[config.mk]
export PLATFORM = sky130hd
export DESIGN_NAME = cfms_filter_mode_select
export DESIGN_NICKNAME = d
export VERILOG_FILES = /design/src/cfms_pkg.sv /design/src/cfms_sync.sv /design/src/cfms_route_decode.sv /design/src/cfms_filter_mode_select.sv
export SDC_FILE = /design/constraint.sdc
export NUM_CORES = 1
export LEC_CHECK = 0
export ABC_AREA = 1
export BUFFER_PORTS_ARGS = -buffer_cell sky130_fd_sc_hd__buf_2
export CAP_MARGIN = 30
export CORE_MARGIN = 2
export CORE_UTILIZATION = 35
export CTS_CLUSTER_SIZE = 24
export DETAILED_ROUTE_END_ITERATION = 8
export MAX_ROUTING_LAYER = met4
export PLACE_DENSITY = 0.65
export SETUP_SLACK_MARGIN = 0.02
export SYNTH_ARGS = -nofsm -noshare
export SYNTH_HDL_FRONTEND = slang
export SYNTH_SLANG_ARGS = --single-unit
[constraint.sdc]
create_clock -name clk -period 2.25 [get_ports clk]
set_input_delay 0.1125 -clock clk [delete_from_list [all_inputs] [get_ports clk]]
set_output_delay 0.1125 -clock clk [all_outputs]
set_load 0.01 [all_outputs]
[src/cfms_pkg.sv]
// Purpose: Shared constants, field layout and carrier types for the codec
//          filter and routing configuration register.
// Assumes: One 20 MHz clock; control words arrive already deframed.
// Notes:   Every offset, bit position and count lives here, with the register reset value; other reset levels are set where used.

// ===========================================================================
// Package
package cfms_pkg;

   // ========================================================================
   // Control address and word layout
   localparam int          ADDR_W          = 6;
   localparam int          WORD_W          = 16;
   localparam int          DELAY_W         = 6;
   localparam logic [5:0]  FILTER_CFG_ADDR = 6'h19;
   localparam logic [15:0] FILTER_CFG_RST  = 16'h0000;

   localparam int BIT_RESAMP   = 15;
   localparam int BIT_MIX      = 14;
   localparam int BIT_DAC2_FLT = 9;
   localparam int BIT_DAC1_FLT = 8;
   localparam int SRC_R_HI     = 7;
   localparam int SRC_R_LO     = 6;
   localparam int SRC_L_HI     = 5;
   localparam int SRC_L_LO     = 4;
   localparam int BIT_ADCR_FLT = 1;
   localparam int BIT_ADCL_FLT = 0;

   // Reserved positions, bits 13..10 and 3..2.
   localparam logic [15:0] RESERVED_MASK = 16'h3C0C;

   // ========================================================================
   // Source field codes
   localparam logic [1:0] SRC_CODE_ANALOG = 2'h0;
   localparam logic [1:0] SRC_CODE_RSVD   = 2'h1;
   localparam logic [1:0] SRC_CODE_DAC1   = 2'h2;
   localparam logic [1:0] SRC_CODE_DAC2   = 2'h3;

   // ========================================================================
   // Linear group delay bounds in sample periods
   localparam logic [5:0] DELAY_AUDIO  = 6'h0F;
   localparam logic [5:0] DELAY_MODEM  = 6'h13;
   localparam logic [5:0] DELAY_RESAMP = 6'h19;
   localparam logic [5:0] DELAY_NONE   = 6'h00;

   // ========================================================================
   // Synchroniser depth for pin inputs
   localparam int SYNC_STAGES = 2;

   // ========================================================================
   // Types
   typedef enum logic [1:0] {
      CFMS_FLT_AUDIO,
      CFMS_FLT_MODEM,
      CFMS_FLT_RESAMP,
      CFMS_FLT_OFF
   } cfms_filter_t;

   typedef enum logic [1:0] {
      CFMS_SRC_ANALOG,
      CFMS_SRC_DAC1,
      CFMS_SRC_DAC2
   } cfms_src_t;

   typedef struct packed {
      logic       resampler_filter_mode;
      logic       dac_pair_mix_enable;
      logic       second_dac_filter_sel;
      logic       first_dac_filter_sel;
      logic [1:0] right_adc_source_sel;
      logic [1:0] left_adc_source_sel;
      logic       right_adc_filter_sel;
      logic       left_adc_filter_sel;
   } cfms_cfg_t;

   typedef struct packed {
      logic dac1_down;
      logic dac2_down;
      logic adc_l_down;
      logic adc_r_down;
   } cfms_pd_t;

   typedef struct packed {
      cfms_filter_t     dac1_filter;
      cfms_filter_t     dac2_filter;
      cfms_filter_t     adc_l_filter;
      cfms_filter_t     adc_r_filter;
      logic             dac2_enabled;
      logic             dac2_modem_swing;
      logic             adc_l_wide_map;
      logic             adc_r_wide_map;
      logic             dac_mix;
      cfms_src_t        adc_l_src;
      cfms_src_t        adc_r_src;
      logic [5:0]       dac1_delay;
      logic [5:0]       dac2_delay;
      logic [5:0]       adc_l_delay;
      logic [5:0]       adc_r_delay;
   } cfms_route_t;

   // Rejected-field flags for the power-gated fields of the last write.
   typedef struct packed {
      logic resamp;
      logic mix;
      logic dac2_flt;
      logic dac1_flt;
      logic adcr_flt;
      logic adcl_flt;
   } cfms_reject_t;

   // ========================================================================
   // Word conversion
   function automatic cfms_cfg_t cfms_unpack(input logic [15:0] w);
      cfms_cfg_t c;
      c.resampler_filter_mode = w[BIT_RESAMP];
      c.dac_pair_mix_enable   = w[BIT_MIX];
      c.second_dac_filter_sel = w[BIT_DAC2_FLT];
      c.first_dac_filter_sel  = w[BIT_DAC1_FLT];
      c.right_adc_source_sel  = w[SRC_R_HI:SRC_R_LO];
      c.left_adc_source_sel   = w[SRC_L_HI:SRC_L_LO];
      c.right_adc_filter_sel  = w[BIT_ADCR_FLT];
      c.left_adc_filter_sel   = w[BIT_ADCL_FLT];
      return c;
   endfunction

   // Reserved bits always read back as zero.
   function automatic logic [15:0] cfms_pack(input cfms_cfg_t c);
      logic [15:0] w;
      w                    = 16'h0000;
      w[BIT_RESAMP]        = c.resampler_filter_mode;
      w[BIT_MIX]           = c.dac_pair_mix_enable;
      w[BIT_DAC2_FLT]      = c.second_dac_filter_sel;
      w[BIT_DAC1_FLT]      = c.first_dac_filter_sel;
      w[SRC_R_HI:SRC_R_LO] = c.right_adc_source_sel;
      w[SRC_L_HI:SRC_L_LO] = c.left_adc_source_sel;
      w[BIT_ADCR_FLT]      = c.right_adc_filter_sel;
      w[BIT_ADCL_FLT]      = c.left_adc_filter_sel;
      return w;
   endfunction

endpackage

[src/cfms_sync.sv]
// Purpose: Multi-stage synchroniser for levels arriving from a pin.
// Assumes: Input is a slow level; glitches shorter than a cycle may vanish.
// Notes:   Only the next stage reads the first stage.
`timescale 1ns/10ps

// ===========================================================================
// Synchroniser
module cfms_sync #(
   parameter int   STAGES  = 2,
   parameter logic RST_VAL = 1'b0
) (
   input  wire logic clk,
   input  wire logic rst,
   input  wire logic din,
   output logic      dout
);

   logic [STAGES-1:0] chain_q;
   logic [STAGES-1:0] chain_d;

   // Fewer than two stages cannot settle a metastable first flop.
   if (STAGES < 2) begin : g_check
      $error("cfms_sync needs at least two stages.");
   end

   // Shift the pin level one stage per clock.
   always_comb begin
      chain_d = {chain_q[STAGES-2:0], din};
   end

   // Reset loads a constant only.
   always_ff @(posedge clk or posedge rst) begin
      if (rst) begin
         chain_q <= {STAGES{RST_VAL}};
      end else begin
         chain_q <= chain_d;
      end
   end

   assign dout = chain_q[STAGES-1];

endmodule

[src/cfms_route_decode.sv]
// Purpose: Turns the stored configuration into per-channel filter, swing,
//          mixing, source and group delay settings.
// Assumes: Pure combinational; the caller registers the result.
// Notes:   Reserved source code 01 is treated as the analog source.
`timescale 1ns/10ps

// ===========================================================================
// Decode
module cfms_route_decode (
   input  cfms_pkg::cfms_cfg_t   cfg,
   output cfms_pkg::cfms_route_t route
);

   // Filter choice for one channel given its own select bit.
   function automatic cfms_pkg::cfms_filter_t pick(input logic resamp,
                                                   input logic sel);
      if (resamp) begin
         return cfms_pkg::CFMS_FLT_RESAMP;
      end
      return sel ? cfms_pkg::CFMS_FLT_MODEM : cfms_pkg::CFMS_FLT_AUDIO;
   endfunction

   function automatic cfms_pkg::cfms_src_t src(input logic [1:0] code);
      case (code)
         cfms_pkg::SRC_CODE_DAC1: return cfms_pkg::CFMS_SRC_DAC1;
         cfms_pkg::SRC_CODE_DAC2: return cfms_pkg::CFMS_SRC_DAC2;
         default:                 return cfms_pkg::CFMS_SRC_ANALOG;
      endcase
   endfunction

   function automatic logic [5:0] dly(input cfms_pkg::cfms_filter_t f);
      case (f)
         cfms_pkg::CFMS_FLT_AUDIO:  return cfms_pkg::DELAY_AUDIO;
         cfms_pkg::CFMS_FLT_MODEM:  return cfms_pkg::DELAY_MODEM;
         cfms_pkg::CFMS_FLT_RESAMP: return cfms_pkg::DELAY_RESAMP;
         default:                   return cfms_pkg::DELAY_NONE;
      endcase
   endfunction

   // Per-channel decode of the stored fields.
   always_comb begin
      route.dac1_filter  = pick(cfg.resampler_filter_mode,
                                cfg.first_dac_filter_sel);
      route.adc_l_filter = pick(cfg.resampler_filter_mode,
                                cfg.left_adc_filter_sel);
      route.adc_r_filter = pick(cfg.resampler_filter_mode,
                                cfg.right_adc_filter_sel);
      route.dac2_enabled = !cfg.resampler_filter_mode;
      route.dac2_filter  = cfg.resampler_filter_mode ?
                           cfms_pkg::CFMS_FLT_OFF :
                           pick(1'b0, cfg.second_dac_filter_sel);
      route.dac2_modem_swing = !cfg.resampler_filter_mode &&
                               cfg.second_dac_filter_sel;
      route.adc_r_wide_map = !cfg.resampler_filter_mode &&
                             cfg.right_adc_filter_sel;
      route.adc_l_wide_map = !cfg.resampler_filter_mode &&
                             cfg.left_adc_filter_sel;
      route.dac_mix = cfg.dac_pair_mix_enable;
      route.adc_r_src = src(cfg.right_adc_source_sel);
      route.adc_l_src = src(cfg.left_adc_source_sel);
      route.dac1_delay = dly(route.dac1_filter);
      route.dac2_delay = dly(route.dac2_filter);
      route.adc_l_delay = dly(route.adc_l_filter);
      route.adc_r_delay = dly(route.adc_r_filter);
      if (route.adc_l_src != cfms_pkg::CFMS_SRC_ANALOG) begin
         route.adc_l_delay = {route.adc_l_delay[4:0], 1'b0};
      end
      if (route.adc_r_src != cfms_pkg::CFMS_SRC_ANALOG) begin
         route.adc_r_delay = {route.adc_r_delay[4:0], 1'b0};
      end
   end

endmodule

[src/cfms_filter_mode_select.sv]
// Purpose: Filter and routing configuration register of the codec, written
//          over deframed control slots, with decoded mode outputs.
// Assumes: ctrl_* and frame_start come from the serial slot logic on clk;
//          the power-down pin is asynchronous and is synchronised here.
// Notes:   Decoded outputs follow the stored word by one clock.
`timescale 1ns/10ps

// Operation
// - Resampler mode overrides filters, drops second DAC
// - Resampler bit changes only with all down
// - Resampler mode alone never reroutes data
// - Mix bit sums DAC pairs after interpolation
// - Mix bit changes only with both DACs down
// - Second DAC filter bit picks filter, swing
// - Second DAC filter changes only when down
// - First DAC filter bit, gated by power-down
// - Right source: analog, first or second DAC
// - Left source: analog, first or second DAC
// - Right ADC filter and mapping, gated
// - Left ADC filter and mapping, gated
// - Reset value is all zeros
// - Clear and refuse writes while disabled
// - Loopback doubles ripple and group delay
// - Group delay bounds 15, 19, 25 samples
// - Prior contents sent in next slot 1
module cfms_filter_mode_select (
   input  wire logic                   clk,
   input  wire logic                   rst,
   input  wire logic                   chip_powerdown_pin_n,
   input  wire logic                   global_conversion_disable,
   input  cfms_pkg::cfms_pd_t          pd,
   input  wire logic                   ctrl_access,
   input  wire logic                   ctrl_write,
   input  wire logic [5:0]             ctrl_addr,
   input  wire logic [15:0]            ctrl_wdata,
   input  wire logic                   frame_start,
   output logic [15:0]                 cfg_word_q,
   output cfms_pkg::cfms_route_t       route_q,
   output logic                        slot1_valid_q,
   output logic [15:0]                 slot1_data_q,
   output cfms_pkg::cfms_reject_t      reject_q,
   output logic                        reserved_written_q
);

   // ========================================================================
   // Declarations
   localparam cfms_pkg::cfms_cfg_t CFG_RST =
      cfms_pkg::cfms_unpack(cfms_pkg::FILTER_CFG_RST);

   cfms_pkg::cfms_cfg_t    cfg_q;
   cfms_pkg::cfms_cfg_t    cfg_d;
   cfms_pkg::cfms_cfg_t    wr_cfg;
   cfms_pkg::cfms_route_t  route_d;
   cfms_pkg::cfms_route_t  route_c;
   cfms_pkg::cfms_reject_t reject_d;
   logic                   resv_d;
   logic                   pin_active_n;
   logic                   hold_clear;
   logic                   addr_hit;
   logic                   wr_hit;
   logic                   pend_q;
   logic                   pend_d;
   logic [15:0]            pend_data_q;
   logic [15:0]            pend_data_d;
   logic                   slot1_valid_d;
   logic [15:0]            slot1_data_d;
   logic [15:0]            cfg_word_d;

   // ========================================================================
   // Pin synchroniser
   // The pin resets to the low (powered down) level, so the register stays
   // cleared until two clean samples of a high pin have been seen.
   cfms_sync #(
      .STAGES  (cfms_pkg::SYNC_STAGES),
      .RST_VAL (1'b0)
   ) u_pwrdn_sync (
      .clk  (clk),
      .rst  (rst),
      .din  (chip_powerdown_pin_n),
      .dout (pin_active_n)
   );

   // ========================================================================
   // Decode
   cfms_route_decode u_decode (
      .cfg   (cfg_q),
      .route (route_c)
   );

   // ========================================================================
   // Access decode
   // Clear and refuse conditions.
   assign hold_clear = !pin_active_n || global_conversion_disable;
   assign addr_hit   = ctrl_access && (ctrl_addr == cfms_pkg::FILTER_CFG_ADDR);
   assign wr_hit     = addr_hit && ctrl_write;
   assign wr_cfg     = cfms_pkg::cfms_unpack(ctrl_wdata);

   // ========================================================================
   // Configuration register
   // Each power-gated field is updated on its own, so one blocked field never
   // costs the host the rest of the word.
   always_comb begin
      cfg_d    = cfg_q;
      reject_d = reject_q;
      resv_d   = reserved_written_q;
      if (hold_clear) begin
         cfg_d    = CFG_RST;
         reject_d = '0;
         resv_d   = 1'b0;
      end else if (wr_hit) begin
         reject_d = '0;
         resv_d = |(ctrl_wdata & cfms_pkg::RESERVED_MASK);
         cfg_d.right_adc_source_sel = wr_cfg.right_adc_source_sel;
         cfg_d.left_adc_source_sel  = wr_cfg.left_adc_source_sel;
         if (pd.dac1_down && pd.dac2_down && pd.adc_l_down &&
             pd.adc_r_down) begin
            cfg_d.resampler_filter_mode = wr_cfg.resampler_filter_mode;
         end else begin
            reject_d.resamp = wr_cfg.resampler_filter_mode !=
                              cfg_q.resampler_filter_mode;
         end
         if (pd.dac1_down && pd.dac2_down) begin
            cfg_d.dac_pair_mix_enable = wr_cfg.dac_pair_mix_enable;
         end else begin
            reject_d.mix = wr_cfg.dac_pair_mix_enable !=
                           cfg_q.dac_pair_mix_enable;
         end
         if (pd.dac2_down) begin
            cfg_d.second_dac_filter_sel = wr_cfg.second_dac_filter_sel;
         end else begin
            reject_d.dac2_flt = wr_cfg.second_dac_filter_sel !=
                                cfg_q.second_dac_filter_sel;
         end
         if (pd.dac1_down) begin
            cfg_d.first_dac_filter_sel = wr_cfg.first_dac_filter_sel;
         end else begin
            reject_d.dac1_flt = wr_cfg.first_dac_filter_sel !=
                                cfg_q.first_dac_filter_sel;
         end
         if (pd.adc_r_down) begin
            cfg_d.right_adc_filter_sel = wr_cfg.right_adc_filter_sel;
         end else begin
            reject_d.adcr_flt = wr_cfg.right_adc_filter_sel !=
                                cfg_q.right_adc_filter_sel;
         end
         if (pd.adc_l_down) begin
            cfg_d.left_adc_filter_sel = wr_cfg.left_adc_filter_sel;
         end else begin
            reject_d.adcl_flt = wr_cfg.left_adc_filter_sel !=
                                cfg_q.left_adc_filter_sel;
         end
      end
   end

   always_ff @(posedge clk or posedge rst) begin
      if (rst) begin
         cfg_q              <= CFG_RST;
         reject_q           <= '0;
         reserved_written_q <= 1'b0;
      end else begin
         cfg_q              <= cfg_d;
         reject_q           <= reject_d;
         reserved_written_q <= resv_d;
      end
   end

   // ========================================================================
   // Decoded outputs
   // Registering the decode keeps every output on a flop, at the cost of one
   // clock of lag behind the stored word.
   always_comb begin
      route_d    = route_c;
      cfg_word_d = cfms_pkg::cfms_pack(cfg_q);
   end

   always_ff @(posedge clk or posedge rst) begin
      if (rst) begin
         route_q    <= '0;
         cfg_word_q <= '0;
      end else begin
         route_q    <= route_d;
         cfg_word_q <= cfg_word_d;
      end
   end

   // ========================================================================
   // Slot 1 echo
   // An access latches the word as it stood before the access; the next
   // frame start moves it to the slot 1 outputs for that whole frame.  An
   // access in the same cycle as a frame start belongs to the next frame.
   always_comb begin
      pend_d        = pend_q;
      pend_data_d   = pend_data_q;
      slot1_valid_d = slot1_valid_q;
      slot1_data_d  = slot1_data_q;
      if (frame_start) begin
         slot1_valid_d = pend_q;
         slot1_data_d  = pend_q ? pend_data_q : 16'h0000;
         pend_d        = 1'b0;
      end
      if (addr_hit) begin
         pend_d      = 1'b1;
         pend_data_d = cfms_pkg::cfms_pack(cfg_q);
      end
   end

   always_ff @(posedge clk or posedge rst) begin
      if (rst) begin
         pend_q        <= 1'b0;
         pend_data_q   <= '0;
         slot1_valid_q <= 1'b0;
         slot1_data_q  <= '0;
      end else begin
         pend_q        <= pend_d;
         pend_data_q   <= pend_data_d;
         slot1_valid_q <= slot1_valid_d;
         slot1_data_q  <= slot1_data_d;
      end
   end

endmodule

==> results list <==
* Static leakage: ~2.1 nW
- DR iter-0 viols: 71
- The tool flagged a number of max-cap violations equal to 0.
* CP Data Required Time: approximately 2.5 ns
- Among the stages of the critical path, the cell type that occurs most often is nand2_1.
* Effective utilization at floorplan: 0.359
- GRT Total Usage: 0.144
- The later pin in the worst-skew pair is clocked with a latency of between 0.3 and 0.4 ns.
* Vias in the first global route: about 2.2k
- Setup repair after global routing left no endpoint under its margin.
- Cell taking the most area after synthesis: dfrtp_1
* Run status: completed
- Final Util: 0.445
- Overall power consumption after layout is estimated at around 2.8 mW.
- Setup violations remaining at the end of the flow were counted as 0.
- Number of levels the H-tree was split into: 3
- Number of detailed-route iterations in the first pass: 4
- CTS tree: built
- Worst slew margin relative to its limit: 0.541
- Worst hold slack: ~0.083 ns
- Commonest cells after routing, fill and taps aside: buf_2 (99), dfrtp_1 (81), nand2_1 (75)
- Static timing analysis puts the maximum clock frequency at between 700 and 800 MHz.
- The library cell used most frequently in the layout, excluding fill and tap cells, is buf_2.
- Post-synthesis register bit count: 81
* Worst slack at placement: ~0.82 ns
- Overflow left after global routing: 0
- Vias per cell: ~4.3
- After clock tree synthesis, the clock-pin slew on the worst setup and hold paths is 0.09 ns.
* Die Outline Area: just under 0.01 mm²
- The largest single stage delay on the critical path is about 0.72 ns.
- The signal on the critical path passes through inv_1 -> nand2_1 -> a21oi_1 -> nand2_1 -> nand2_1.
* Worst hold path type: in2reg
- Antenna cells: 0
* Unique masters post-synth: 25
* Routed Wire Length: approximately 6.5 mm
- After routing, the total negative slack on setup checks comes to 0 ns.
- Ratio of final minimum period to clock period: 0.604
* Crit end category: flop
- The clock arrives with approximately 0.012 ns of skew.
- Main area contributors after synthesis: dfrtp_1 (65%), nand2_1 (9.0%), buf_4 (5.5%), inv_1 (5.0%), o21ai_0 (4.0%)
- STA puts the critical path data arrival time at between 1.5 and 2 ns.
- Warning count from the yosys run: 0
* Number of hold violations in the final report: 0
- Post-layout min period: roughly 1.4 ns
- Mapped cell area: between 0.003 and 0.004 mm²
- In the final layout, the share of cells above drive strength 1 is 0.300.
- Pin count of the biggest net entering global routing: between 40 and 50
- DRT antenna net count: 0
- Crit path kind: reg2reg
* Die width: between 90 and 100 µm
- The longest clock path from root to sink contains 2 buffers.
- In this run, post-CTS repair resized a total of 0 instances.
- Worst-path fanout max: 19
* CTS sink count: 81
* Root buf cell: clkbuf_8
* Via count of the routed design: roughly 2.3k
- Routability Congestion: 0.757
* Gate Count Post-Synth: roughly 320
- Average routed wire per standard cell: ~12 µm
- During placement, the flow inserted port buffers numbering just under 100.
- The number of antenna violations at the first check in global routing was 0.
- Nets: between 400 and 500
- Peak supply drop: 0.343 mV
- Slew at the pin with the worst max-slew slack: a little under 0.7 ns
- Total power per unit cell area: ~730 mW/mm²
* Post-DP HPWL: 4.74 mm
- Number of max-slew violations in the final report: 0
* FP Rows: 34
- The die is between 90 and 100 µm tall.
* Fraction of post-synthesis cell area in the top cell type by area: 0.647
- Post-synthesis sequential area ratio: 0.647
* Post-synthesis average cell area: 9.91 µm²
* Residual DRC count: 0
- Number of buffers inserted during clock tree synthesis: 9
- First-pass GRT wire length: approximately 11 mm
- After layout, the worst setup slack is a little under 0.9 ns.
- Number of top-level design ports: ~110
- After filler insertion, the fill cell instance count of the layout stands at about 840.
- Slowest cell on the critical path: dfrtp_1
* Area Growth Syn to Fin: 23.9%
- The total area inside the core boundary comes to just under 0.009 mm².
* Startpoint type of the worst setup path: flop
-- synth_stat cells (all sizes together) --
| library cell | number |
|---|---|
| buf | 27 |
| dfrtp | 81 |
| xor2 | 1 |
| o21ai | 29 |
| inv | 43 |
| nand3 | 15 |
| clkbuf | 4 |
| or2 | 2 |
| xnor2 | 2 |
| conb | 2 |
| o22ai | 1 |
| a21oi | 8 |
| clkinv | 2 |
| nand2 | 76 |
| nor2 | 22 |
| nand3b | 1 |
-- sequential cells by signal, summed over array words and instances (netlist names) --
name                  count
u_pwrdn_sync.chain_q      2
pend_q                    1
cfg_word_q                9
reject_q                  6
route_q                  31
reserved_written_q        1
slot1_data_q             10
slot1_valid_q             1
cfg_q                    10
pend_data_q              10
-- kinds of logic (layout without fill, tap and decap cells) --
family,count (synthesis),after routing,share of synthesized area
XOR/XNOR,3,3,0.00839
flip-flops,81,81,0.647
AO/OA/AOI/OAI,38,38,0.0611
buffers and inverters,76,167,0.123
AND/OR/NAND/NOR,116,116,0.158
other,2,15,0.00240
-- cell type report --
| cell class | count | area (µm²) | share of cell area |
|---|---|---|---|
| Clock buffer | 9 | 124 | 0.0319 |
| Tap cell | 108 | 135 | 0.0348 |
| Timing Repair Buffer | 106 | 576 | 0.148 |
| Clock inverter | 7 | 77.6 | 0.0200 |
| Inverter | 45 | 173 | 0.0445 |
| Sequential cell | 81 | 2030 | 0.522 |
| Multi-Input combinational cell | 172 | 769 | 0.198 |
-- path summary, 6_finish.rpt --
| check | start | slack, ns | cells after the start | endpoint |
|---|---|---|---|---|
| max | cfg_q[9] | 0.89 | 5 | reject_q[5] |
| min | ctrl_wdata[8] | 0.08 | 5 | cfg_q[6] |
| max reg2reg | cfg_q[9] | 0.89 | 5 | reject_q[5] |
| min reg2reg | u_pwrdn_sync.chain_q[0] | 0.35 | 0 | u_pwrdn_sync.chain_q[1] |
| max in group asynchronous | rst | 1.21 | 4 | route_q[9] |
| min in group asynchronous | rst | 0.38 | 3 | cfg_word_q[14] |
-- per-stage QoR --
stage / instance area (µm²) / instances
floorplan: 3180 / 329
global placement: 3620 / 506
detailed placement: 3620 / 506
CTS: 3880 / 528
global route: 3880 / 528
finish: 3880 / 528
-- power breakdown --
| group | leakage [nW] | switching, mW | internal, mW |
|---|---|---|---|
| Sequential | 1.04 | 0.0259 | 1.50 |
| Combinational | 0.983 | 0.142 | 0.0851 |
| Clock | 0.100 | 0.545 | 0.522 |
-- metal layers --
metal | up-vias | GRT usage | share of wire
met5 | - | - | 0
met4 | 0 | 0.0358 | 0.0026
met3 | 4 | 0.0447 | 0.059
met2 | 82 | 0.215 | 0.47
met1 | 1056 | 0.193 | 0.47
li1 | 1118 | - | -
-- timing repair --
item | CTS | global route
hold buffers | 6 | 0
setup endpoints to repair | 0 | 0
buffers inserted | 0 | 0
endpoints found under the hold margin | 43 | 0
-- worst max-delay path, delay by kind of cell (launching register included) --
kind | cells | cell delay, ns
buffers and inverters | 1 | 0.23
AO/OA/AOI/OAI | 1 | 0.08
AND/OR/NAND/NOR | 3 | 0.23
flip-flops | 1 | 0.72
Note: power is estimated with default switching activity, not from simulation.
